==> config.mk <==
export PLATFORM = sky130hd
export DESIGN_NAME = counter_system_settings
export DESIGN_NICKNAME = d
export VERILOG_FILES = /design/src/hdl/counter_settings_pkg.sv /design/src/hdl/counter_system_settings.sv
export SDC_FILE = /design/constraint.sdc
export NUM_CORES = 1
export LEC_CHECK = 0
export ABC_AREA = 1
export BUFFER_PORTS_ARGS = -buffer_cell sky130_fd_sc_hd__buf_2
export CAP_MARGIN = 0
export CORE_UTILIZATION = 27
export CTS_CLUSTER_SIZE = 16
export DETAILED_ROUTE_END_ITERATION = 10
export GPL_TIMING_DRIVEN = 0
export PLACE_DENSITY = 0.52
export SKIP_CTS_REPAIR_TIMING = 1
export SLEW_MARGIN = 20
export SYNTH_ARGS = -nofsm -noshare
export SYNTH_HDL_FRONTEND = slang
export SYNTH_SLANG_ARGS = --single-unit
==> constraint.sdc <==
create_clock -name aclk -period 7.3 [get_ports aclk]
set_input_delay 0.365 -clock aclk [delete_from_list [all_inputs] [get_ports aclk]]
set_output_delay 0.365 -clock aclk [all_outputs]
set_load 0.05 [all_outputs]
==> src/hdl/counter_settings_pkg.sv <==
// Constants, field layout and carrier types for the settings decoder
package counter_settings_pkg;
   localparam int ADDR_W = 8;
   localparam logic [ADDR_W-1:0] ADDR_CMD    = 8'h00;
   localparam logic [ADDR_W-1:0] ADDR_WORD1  = 8'h04;
   localparam logic [ADDR_W-1:0] ADDR_MODE   = 8'h08;
   localparam logic [ADDR_W-1:0] ADDR_STATUS = 8'h0c;

   localparam int CODE_MSB = 15;
   localparam int CODE_LSB = 10;
   localparam int SEL_MSB  = 9;
   localparam int SEL_LSB  = 8;
   localparam int LUT_MSB  = 7;
   localparam int LUT_LSB  = 4;
   localparam int BRST_BIT = 3;
   localparam int LEN_MSB  = 2;
   localparam int MODE_MSB = 2;
   localparam int FACT_MSB = 12;
   localparam int FACT_LSB = 8;
   localparam int ST_RUN   = 16;
   localparam int ST_ACT   = 12;

   localparam logic [5:0] CODE_SETTINGS = 6'h0c;
   localparam logic [5:0] CODE_DEFAULT  = 6'h0a;
   localparam logic [5:0] CODE_STOP     = 6'h08;
   localparam logic [5:0] CODE_START    = 6'h09;

   localparam logic [1:0] SEL_DIRECT   = 2'h0;
   localparam logic [1:0] SEL_BOUNCE   = 2'h1;
   localparam logic [1:0] SEL_PULSEGEN = 2'h2;
   localparam logic [1:0] SEL_LOGIC    = 2'h3;

   localparam logic [2:0] LEN_DEFAULT = 3'h2;
   localparam logic [9:0] PULSE_MS [0:7] = '{10'h00a, 10'h032, 10'h064, 10'h0c8,
                                             10'h12c, 10'h190, 10'h1f4, 10'h3e8};
   localparam logic [14:0] FREQ_BASE_HZ = 15'h03e8;
   localparam logic [14:0] FREQ_STEP_HZ = 15'h01f4;

   localparam logic [1:0] RESP_OKAY   = 2'h0;
   localparam logic [1:0] RESP_SLVERR = 2'h2;

   typedef enum logic [2:0] {
      MODE_NONE = 3'h0, MODE_FREQ = 3'h1, MODE_EVENT = 3'h2,
      MODE_TIME = 3'h3, MODE_PULSEGEN = 3'h4
   } mode_e;

   typedef enum logic [1:0] {WR_IDLE = 2'h0, WR_RESP = 2'h1} wr_e;

   typedef struct packed {
      logic src;
      logic gate;
      logic filt_100k;
      logic filt_bounce;
      logic pulsegen_setup;
      logic logic_active;
   } cond_out_s;
endpackage

==> src/hdl/counter_system_settings.sv <==
// Settings command decoder with AXI4-Lite register access
`timescale 1ns/1ps

module counter_system_settings
   import counter_settings_pkg::*;
(
   input  wire logic                                    aclk,
   input  wire logic                                    aresetn,
   input  wire logic [counter_settings_pkg::ADDR_W-1:0] awaddr,
   input  wire logic                                    awvalid,
   output wire logic                                    awready,
   input  wire logic [31:0]                             wdata,
   input  wire logic [3:0]                              wstrb,
   input  wire logic                                    wvalid,
   output wire logic                                    wready,
   output wire logic [1:0]                              bresp,
   output wire logic                                    bvalid,
   input  wire logic                                    bready,
   input  wire logic [counter_settings_pkg::ADDR_W-1:0] araddr,
   input  wire logic                                    arvalid,
   output wire logic                                    arready,
   output wire logic [31:0]                             rdata,
   output wire logic [1:0]                              rresp,
   output wire logic                                    rvalid,
   input  wire logic                                    rready,
   input  wire logic                                    bus_reset,
   input  wire logic                                    source_in,
   input  wire logic                                    gate_in,
   output wire counter_settings_pkg::cond_out_s         cond,
   output wire counter_settings_pkg::mode_e             mode,
   output wire logic                                    count_run,
   output wire logic                                    out_clear,
   output wire logic [9:0]                              pulse_len_ms,
   output wire logic [14:0]                             pulse_freq_hz
);
   import counter_settings_pkg::*;

   typedef struct packed {
      logic              up;
      wr_e               wr;
      logic              awready;
      logic              wready;
      logic              aw_have;
      logic              w_have;
      logic [ADDR_W-1:0] awaddr;
      logic [31:0]       wdata;
      logic [3:0]        wstrb;
      logic              bvalid;
      logic [1:0]        bresp;
      logic              arready;
      logic              rvalid;
      logic [31:0]       rdata;
      logic [1:0]        rresp;
      logic [15:0]       cmd_word;
      logic [15:0]       word1;
      mode_e             mode;
      logic [4:0]        factor;
      logic [1:0]        sel;
      logic [3:0]        lut;
      logic              bus_ignore;
      logic [2:0]        pend_len;
      logic [2:0]        act_len;
      logic              run;
      logic              out_clear;
      logic [9:0]        len_ms;
      logic [14:0]       freq_hz;
      cond_out_s         cond;
   } st_s;

   st_s s;
   st_s n;

   logic              do_wr;
   logic [ADDR_W-1:0] wr_addr;
   logic [15:0]       wr_data;
   logic [1:0]        cmd_sel;
   logic [5:0]        cmd_code;
   logic              counting;

   function automatic logic [15:0] merge16(input logic [15:0] old,
                                           input logic [31:0] d,
                                           input logic [3:0]  be);
      logic [15:0] r;
      r = old;
      if (be[0]) begin
         r[7:0] = d[7:0];
      end
      if (be[1]) begin
         r[15:8] = d[15:8];
      end
      return r;
   endfunction

   function automatic logic mapped(input logic [ADDR_W-1:0] a);
      return (a == ADDR_CMD) || (a == ADDR_WORD1) ||
             (a == ADDR_MODE) || (a == ADDR_STATUS);
   endfunction

   always_comb begin
      n = s;
      n.out_clear = 1'b0;
      do_wr = 1'b0;
      wr_addr = s.awaddr;
      wr_data = 16'h0000;
      cmd_sel = 2'h0;
      cmd_code = 6'h00;
      counting = 1'b0;

      // Readies rise one edge after reset release
      if (!s.up) begin
         n.up = 1'b1;
         n.awready = 1'b1;
         n.wready = 1'b1;
         n.arready = 1'b1;
      end

      // Address and data may arrive in either order
      if (s.awready && awvalid) begin
         n.awready = 1'b0;
         n.aw_have = 1'b1;
         n.awaddr = awaddr;
      end
      if (s.wready && wvalid) begin
         n.wready = 1'b0;
         n.w_have = 1'b1;
         n.wdata = wdata;
         n.wstrb = wstrb;
      end

      if (n.aw_have && n.w_have && s.wr == WR_IDLE) begin
         do_wr = 1'b1;
         wr_addr = n.awaddr;
         n.aw_have = 1'b0;
         n.w_have = 1'b0;
         n.bvalid = 1'b1;
         n.wr = WR_RESP;
         n.bresp = mapped(n.awaddr) ? RESP_OKAY : RESP_SLVERR;
         case (n.awaddr)
            ADDR_CMD: begin
               wr_data = merge16(s.cmd_word, n.wdata, n.wstrb);
               n.cmd_word = wr_data;
               cmd_code = wr_data[CODE_MSB:CODE_LSB];
               cmd_sel = wr_data[SEL_MSB:SEL_LSB];
               case (cmd_code)
                  CODE_SETTINGS: begin
                     // Pulse generator owns the input stage
                     if (s.mode == MODE_PULSEGEN) begin
                        n.sel = SEL_PULSEGEN;
                     end else begin
                        n.sel = cmd_sel;
                     end
                     if (n.sel == SEL_LOGIC) begin
                        n.lut = wr_data[LUT_MSB:LUT_LSB];
                     end
                     n.bus_ignore = wr_data[BRST_BIT];
                     n.pend_len = wr_data[LEN_MSB:0];
                  end
                  CODE_DEFAULT: begin
                     n.pend_len = LEN_DEFAULT;
                     n.act_len = LEN_DEFAULT;
                     n.sel = SEL_DIRECT;
                     n.run = 1'b0;
                     n.mode = MODE_NONE;
                     n.freq_hz = 15'h0000;
                  end
                  CODE_STOP: begin
                     n.run = 1'b0;
                  end
                  CODE_START: begin
                     n.run = (s.mode == MODE_EVENT);
                  end
                  default: begin
                     n.cmd_word = wr_data;
                  end
               endcase
            end
            // Kept for readback only, never decoded
            ADDR_WORD1: begin
               n.word1 = merge16(s.word1, n.wdata, n.wstrb);
            end
            ADDR_MODE: begin
               wr_data = merge16({3'h0, s.factor, 5'h00, s.mode}, n.wdata, n.wstrb);
               n.factor = wr_data[FACT_MSB:FACT_LSB];
               case (wr_data[MODE_MSB:0])
                  MODE_FREQ: begin
                     n.mode = MODE_FREQ;
                     n.run = 1'b1;
                  end
                  MODE_EVENT: begin
                     n.mode = MODE_EVENT;
                     n.run = 1'b1;
                     n.act_len = s.pend_len;
                  end
                  MODE_TIME: begin
                     n.mode = MODE_TIME;
                     n.run = 1'b1;
                  end
                  MODE_PULSEGEN: begin
                     n.mode = MODE_PULSEGEN;
                     n.run = 1'b0;
                     n.sel = SEL_PULSEGEN;
                  end
                  default: begin
                     n.mode = MODE_NONE;
                     n.run = 1'b0;
                  end
               endcase
            end
            default: begin
               n.bresp = n.bresp;
            end
         endcase
      end

      if (s.bvalid && bready) begin
         n.bvalid = 1'b0;
         n.wr = WR_IDLE;
         n.awready = 1'b1;
         n.wready = 1'b1;
      end

      // A same-cycle write updates the ignore bit first; an unignored bus reset then wins over its mode and run
      if (bus_reset && !n.bus_ignore) begin
         n.mode = MODE_NONE;
         n.run = 1'b0;
         n.out_clear = 1'b1;
      end

      if (n.mode == MODE_PULSEGEN) begin
         n.freq_hz = FREQ_BASE_HZ + 15'(n.factor) * FREQ_STEP_HZ;
      end else begin
         n.freq_hz = 15'h0000;
      end
      n.len_ms = PULSE_MS[n.act_len];

      if (s.arready && arvalid) begin
         n.arready = 1'b0;
         n.rvalid = 1'b1;
         n.rresp = mapped(araddr) ? RESP_OKAY : RESP_SLVERR;
         case (araddr)
            ADDR_CMD:    n.rdata = {16'h0000, s.cmd_word};
            ADDR_WORD1:  n.rdata = {16'h0000, s.word1};
            ADDR_MODE:   n.rdata = {19'h0, s.factor, 5'h00, s.mode};
            ADDR_STATUS: n.rdata = {15'h0, s.run, 1'b0, s.act_len, 2'h0,
                                    s.sel, s.lut, s.bus_ignore, s.pend_len};
            default:     n.rdata = 32'h0000_0000;
         endcase
      end
      if (s.rvalid && rready) begin
         n.rvalid = 1'b0;
         n.arready = 1'b1;
      end

      // Conditioning stage; engines downstream do the filtering.
      // Bounce filters hurt solid-state inputs, so software decides.
      n.cond.gate = gate_in;
      counting = (n.mode == MODE_FREQ) || (n.mode == MODE_EVENT) || (n.mode == MODE_TIME);
      n.cond.logic_active = counting && (n.sel == SEL_LOGIC);
      n.cond.src = n.cond.logic_active ?
                   n.lut[{gate_in, source_in}] : source_in;
      n.cond.filt_100k = (n.sel == SEL_DIRECT);
      n.cond.filt_bounce = counting && (n.sel == SEL_BOUNCE);
      n.cond.pulsegen_setup = (n.sel == SEL_PULSEGEN);
   end

   always_ff @(posedge aclk) begin
      if (!aresetn) begin
         s <= '0;
         s.pend_len <= LEN_DEFAULT;
         s.act_len <= LEN_DEFAULT;
         s.len_ms <= PULSE_MS[LEN_DEFAULT];
      end else begin
         s <= n;
      end
   end

   assign awready = s.awready;
   assign wready = s.wready;
   assign bresp = s.bresp;
   assign bvalid = s.bvalid;
   assign arready = s.arready;
   assign rdata = s.rdata;
   assign rresp = s.rresp;
   assign rvalid = s.rvalid;
   assign cond = s.cond;
   assign mode = s.mode;
   assign count_run = s.run;
   assign out_clear = s.out_clear;
   assign pulse_len_ms = s.len_ms;
   assign pulse_freq_hz = s.freq_hz;
endmodule

## Yosys cells after proc, flatten, opt, wreduce, memory -nomap -nowiden

Memories as Yosys holds them, arrays and structs flattened.
Cells that the tools add are included.

- Bits in registers: 174
- Bits in latches: 0
- Memory bits (writable): 0
- Memory bits (read-only): 80
- Input bits: 62
- Output and inout port bits: 77
- Logic and storage cells: 168
- Memories kept: 1

- Add/sub/neg operators: 1
- $mul: 1
- Div/mod/pow operators: 0
- Order comparisons: 2
- Equal/unequal tests: 28
- Shift operators: 0
- Mux-type cells: 60
- Bitwise operators: 2
- Reductions and logical operators: 37

Memory list:

| name | depth | width | rd ports | clocked after Yosys merged registers in | wr ports | RTL line | source |
|---|---|---|---|---|---|---|---|
| (name not given) | 8 | 10 | 1 | 0 | 0 | counter_system_settings.sv:234 | `n.len_ms = PULSE_MS[n.act_len];` |

Operators by type and width:

| operator | count |
|---|---|
| 176-bit 2-to-1 mux | 1 |
| 36-bit 2-to-1 mux | 2 |
| 17-bit one-hot mux with 4 select lines | 1 |
| 8-bit 2-to-1 mux | 8 |
| 54-bit 2-to-1 mux | 1 |
| 8-bit by 4-bit equality test with 1-bit output (second input constant) | 4 |
| 16-bit 2-to-1 mux | 2 |
| 6-bit by 4-bit equality test with 1-bit output (second input constant) | 4 |
| 3-bit 2-to-1 mux | 8 |
| 2-bit 2-to-1 mux | 11 |
| 10-bit 2-to-1 mux | 2 |
| 8-bit by 3-bit equality test with 1-bit output (second input constant) | 2 |
| 8-bit logical NOT | 2 |
| 10-bit by 14-bit adder with 15-bit output (first input constant) | 1 |
| 3-bit by 2-bit equality test with 1-bit output (second input constant) | 5 |
| 15-bit 2-to-1 mux | 1 |
| 5-bit 2-to-1 mux | 3 |
| 5-bit by 7-bit multiplier with 12-bit output (second input constant) | 1 |
| 3-bit one-hot mux with 2 select lines | 2 |
| 3-bit one-hot mux with 4 select lines | 1 |
| 3-bit AND reduction | 4 |
| 1-bit logical AND | 10 |
| 1-bit 2-to-1 mux | 10 |
| 2-bit OR reduction | 5 |
| other kinds (21) | 40 |

## Logic depth before layout (Yosys ltp)

- Depth in word-level cells: 23
- Mapped depth: 30

## Worst setup path after synthesis

Ideal clock, no wire load.

- Path type: register to register
- Start: reg s, in the netlist awready
- End: reg s, in the netlist pulse_freq_hz[12]
- Library setup time: 0.116 ns
- Arrival: 5.060 ns
- Required time: 7.184 ns
- Path slack: 2.124 ns
- Stages on the path, launching flop included: 26
- Buffers on the path: 1
- Path through: dfxtp_1 -> buf_4 -> nand3_1 -> nand2_1 -> nand2_1 -> nor2_2 -> nand2_2 -> clkinv_2 -> nand2_4 -> o21ai_0 -> inv_1 -> ha_1 -> inv_1 -> fa_1 -> fa_1 -> inv_1 -> ha_1 -> a21oi_1 -> nand2_1 -> a21oi_1 -> xor2_1 -> nor2_1 -> nand3_1 -> o21ai_1 -> nand2_1 -> nor3b_1

RTL lines:

| what | RTL line | source |
|---|---|---|
| start, declared | counter_system_settings.sv:70 | `st_s s;` |
| start signal, assigned | counter_system_settings.sv:273 | `s <= n;` |

## Worst setup path after layout

- Start: reg s, in the netlist awready
- End: reg s, in the netlist pulse_freq_hz[13]

- Word-level cells in the longest chain between the ends: 10

RTL lines:

| what | RTL line | source |
|---|---|---|
| 1-bit logical AND (*) | counter_system_settings.sv:118 | `if (s.awready && awvalid) begin` |
| 8-bit 2-to-1 mux / 1-bit 2-to-1 mux (equally long branches) | counter_system_settings.sv:118 |  |
| 8-bit logical NOT / 1-bit logical AND (equally long branches) | -- |  |
| 8-bit 2-to-1 mux / 1-bit logical AND (equally long branches) | counter_system_settings.sv:138, counter_system_settings.sv:130 |  |
| 54-bit 2-to-1 mux (*) | counter_system_settings.sv:130 | `if (n.aw_have && n.w_have && s.wr == WR_IDLE) begin` |
| branches (longest 5 deep; another with 10-bit by 14-bit adder with 15-bit output) | -- |  |

Mark *: on every way between the ends.
A chain may end at the register's enable or synchronous reset.

==> flow_summary.json <==
{
  "syn2layout_area_growth_pct": 21.7,
  "holdPathStages": 1,
  "dp_hpwl_um": 17600,
  "r2r_cells": 24,
  "fmax_ghz": 0.180,
  "ant_nets": 0,
  "gr-total-overflow": 0,
  "drt-total-wl_um": 22700,
  "synth-seq-cells": 134,
  "synth.area.top_cells": "dfxtp_1, nand2_1, buf_4",
  "synth_common_cells": "nand2_1, dfxtp_1, inv_1",
  "crit_required_ns": 7.65,
  "synth_most_common_cell": "nand2_1",
  "grt_pass1_vias": 6592,
  "post-route-min-period_ns": 5.56,
  "ioPinCount": 139,
  "antenna_found_initial": 2,
  "end_kind": "flip-flop",
  "grt_max_degree": 17,
  "clock_tree.buffer_depth": 2,
  "worstPathArrival_ns": 5.91,
  "wl_per_cell_um": 14.3,
  "syn_area_per_cell_um2": 7.21,
  "insertion_delay_ns": 0.43,
  "clkTransAtPathRegs_ns": 0.06,
  "ys_types": 50,
  "rows": 61,
  "grt_pass1_wl_um": 35600,
  "whs_endpoint": "s[175]",
  "cts-root-buf": "clkbuf_16",
  "drive_above_1_share": 0.226,
  "pre_cts_slack_ns": 1.68,
  "relSlewSlack": 0.308,
  "status": "complete, no violations",
  "synth-edff-count": 0,
  "critPathKind": "reg2reg",
  "syn_area_mm2": 0.00762,
  "drt_pass1_iterations": 5,
  "yosysSeqAreaShare": 0.352,
  "die-area_mm2": 0.0289,
  "clock_sinks": 134,
  "port_buffers": 99,
  "rr_endpoint": "pulse_freq_hz[13]",
  "power_density_mw_per_mm2": 200,
  "hold_viol_final": 0,
  "grt_usage": 0.162,
  "tightestPinTransition_ns": 1.03,
  "yosys_most_used_dff": "dfxtp_1",
  "cp_max_fo": 10,
  "period_share": 0.762,
  "htreeDepth": 4,
  "drt-vias-per-instance": 4.38,
  "hold_class": "in2reg",
  "initial_core_util": 0.274,
  "max_cap_violations": 0,
  "routed-via-count": 6951,
  "cts_tree": "done",
  "synth_top_area_cell": "dfxtp_1",
  "rsz0062_at_grt": "no",
  "dp_cells": 1553,
  "synth_async_sr_flop_share": 0,
  "gp_congestion": 0.908,
  "fp.dieW_um": 170,
  "numCtsBuffers": 17,
  "p_leak_uw": 0.00462,
  "r2r_slack_ns": 1.74,
  "clock_skew_ns": 0.0124,
  "ir_worst_vdd_mv": 0.146,
  "r2r_start": "awready",
  "core_mm2": 0.0278,
  "setup_violations": 0,
  "slew_viol_final": 0,
  "yosysWarnings": 0,
  "drt_iter0_markers": 398,
  "yosys.area.top_type_share": 0.352,
  "total_power_uw": 1860,
  "die_y_um": 170,
  "fin_cells": 1587,
  "synth_cells": 1057,
  "drc": 0,
  "min_from": "aresetn",
  "finalSetupTns_ns": 0,
  "crit_path_start_kind": "flip-flop",
  "setup_ws_ns": 1.74,
  "fin_nets": 1295
}
## power breakdown
part | internal (uW) | switching, uW | leakage (uW)
sequential | 747 | 7.46 | 0.00109
clock | 524 | 365 | 0.000295
combinational | 60.9 | 152 | 0.00324
## registers in the layout, summed over array words and instances, names as in the netlist, 3 cells and up
register       flops
cond               6
mode               3
pulse_freq_hz     13
pulse_len_ms       8
rdata             17
s                 79
## area by class of cell
class | count | area, um^2
clock inverter | 13 | 163
multi-input combinational | 700 | 3780
timing repair buffer | 99 | 495
inverter | 137 | 517
antenna | 2 | 5.00
sequential | 134 | 2680
fill | 3053 | 18500
tap | 378 | 473
buffer | 105 | 714
clock buffer | 19 | 443
## cells by family after synthesis
logic type / share of synthesized area
simple gates: 0.266
xor+xnor: 0.0103
buf+inv: 0.162
fa+ha+maj: 0.0739
flops: 0.352
mux: 0.00525
other cells: 0.000492
compound gates: 0.130
## layout by cell type (no fill, tap or decap), types with 6 or more instances in the layout
| master | n |
|---|---|
| a21oi_1 | 66 |
| a21oi_2 | 6 |
| buf_2 | 103 |
| buf_4 | 74 |
| clkbuf_1 | 18 |
| clkbuf_16 | 17 |
| conb_1 | 20 |
| dfxtp_1 | 134 |
| fa_1 | 10 |
| ha_1 | 29 |
| inv_1 | 126 |
| inv_2 | 8 |
| nand2_1 | 250 |
| nand2_2 | 6 |
| nand2_4 | 7 |
| nand3_1 | 80 |
| nand3_2 | 6 |
| nand4_1 | 7 |
| nor2_1 | 72 |
| nor2_2 | 13 |
| o211ai_1 | 10 |
| o21ai_0 | 52 |
| o21ai_1 | 6 |
| o22ai_1 | 7 |
| xor2_1 | 7 |
## worst max-delay path by stage
stage,start,end,slack [ns],depth (start not counted)
after floorplan,awready,pulse_freq_hz[12],2.12,25
after global placement,awvalid,pulse_freq_hz[12],1.79,27
after detailed placement,awvalid,pulse_freq_hz[12],1.68,26
after CTS,awready,pulse_freq_hz[13],1.68,24
after global routing,awready,pulse_freq_hz[13],1.24,24
final,awready,pulse_freq_hz[13],1.74,24
## per-layer routing
| layer | global-route usage | part of all wire |
|---|---|---|
| met5 | 0 | 0 |
| met4 | 0.0631 | 0.016 |
| met3 | 0.0242 | 0.051 |
| met2 | 0.267 | 0.47 |
| met1 | 0.211 | 0.46 |
## per-stage QoR
step | utilization | hold WS (ns) | area, um^2
global route | 0.334 | 0.0426 | 9270
floorplan | - | 0.393 | 7690
detailed placement | 0.312 | 0.447 | 8660
global placement | 0.312 | 0.437 | 8660
finish | 0.334 | 0.0453 | 9270
CTS | 0.334 | 0.0413 | 9270
## critical path, stage by stage (launching register included)
cell and delay (ns):
dfxtp_1 0.39, buf_4 0.20, nand3_1 0.08, nand2_1 0.09, nand2_1 0.08, nor2_2 0.28, nand2_2 0.18, clkinv_2 0.13
nand2_4 0.10, o21ai_0 0.58, fa_1 0.53, inv_1 0.19, fa_1 0.44, inv_1 0.08, fa_1 0.41, inv_1 0.06
ha_1 0.28, a21oi_1 0.22, o211ai_1 0.15, nand2_1 0.09, nand2_1 0.05, a21oi_1 0.25, xor2_1 0.34, nor2_1 0.08
nor3b_1 0.19
(Power assumes the default switching activity.)
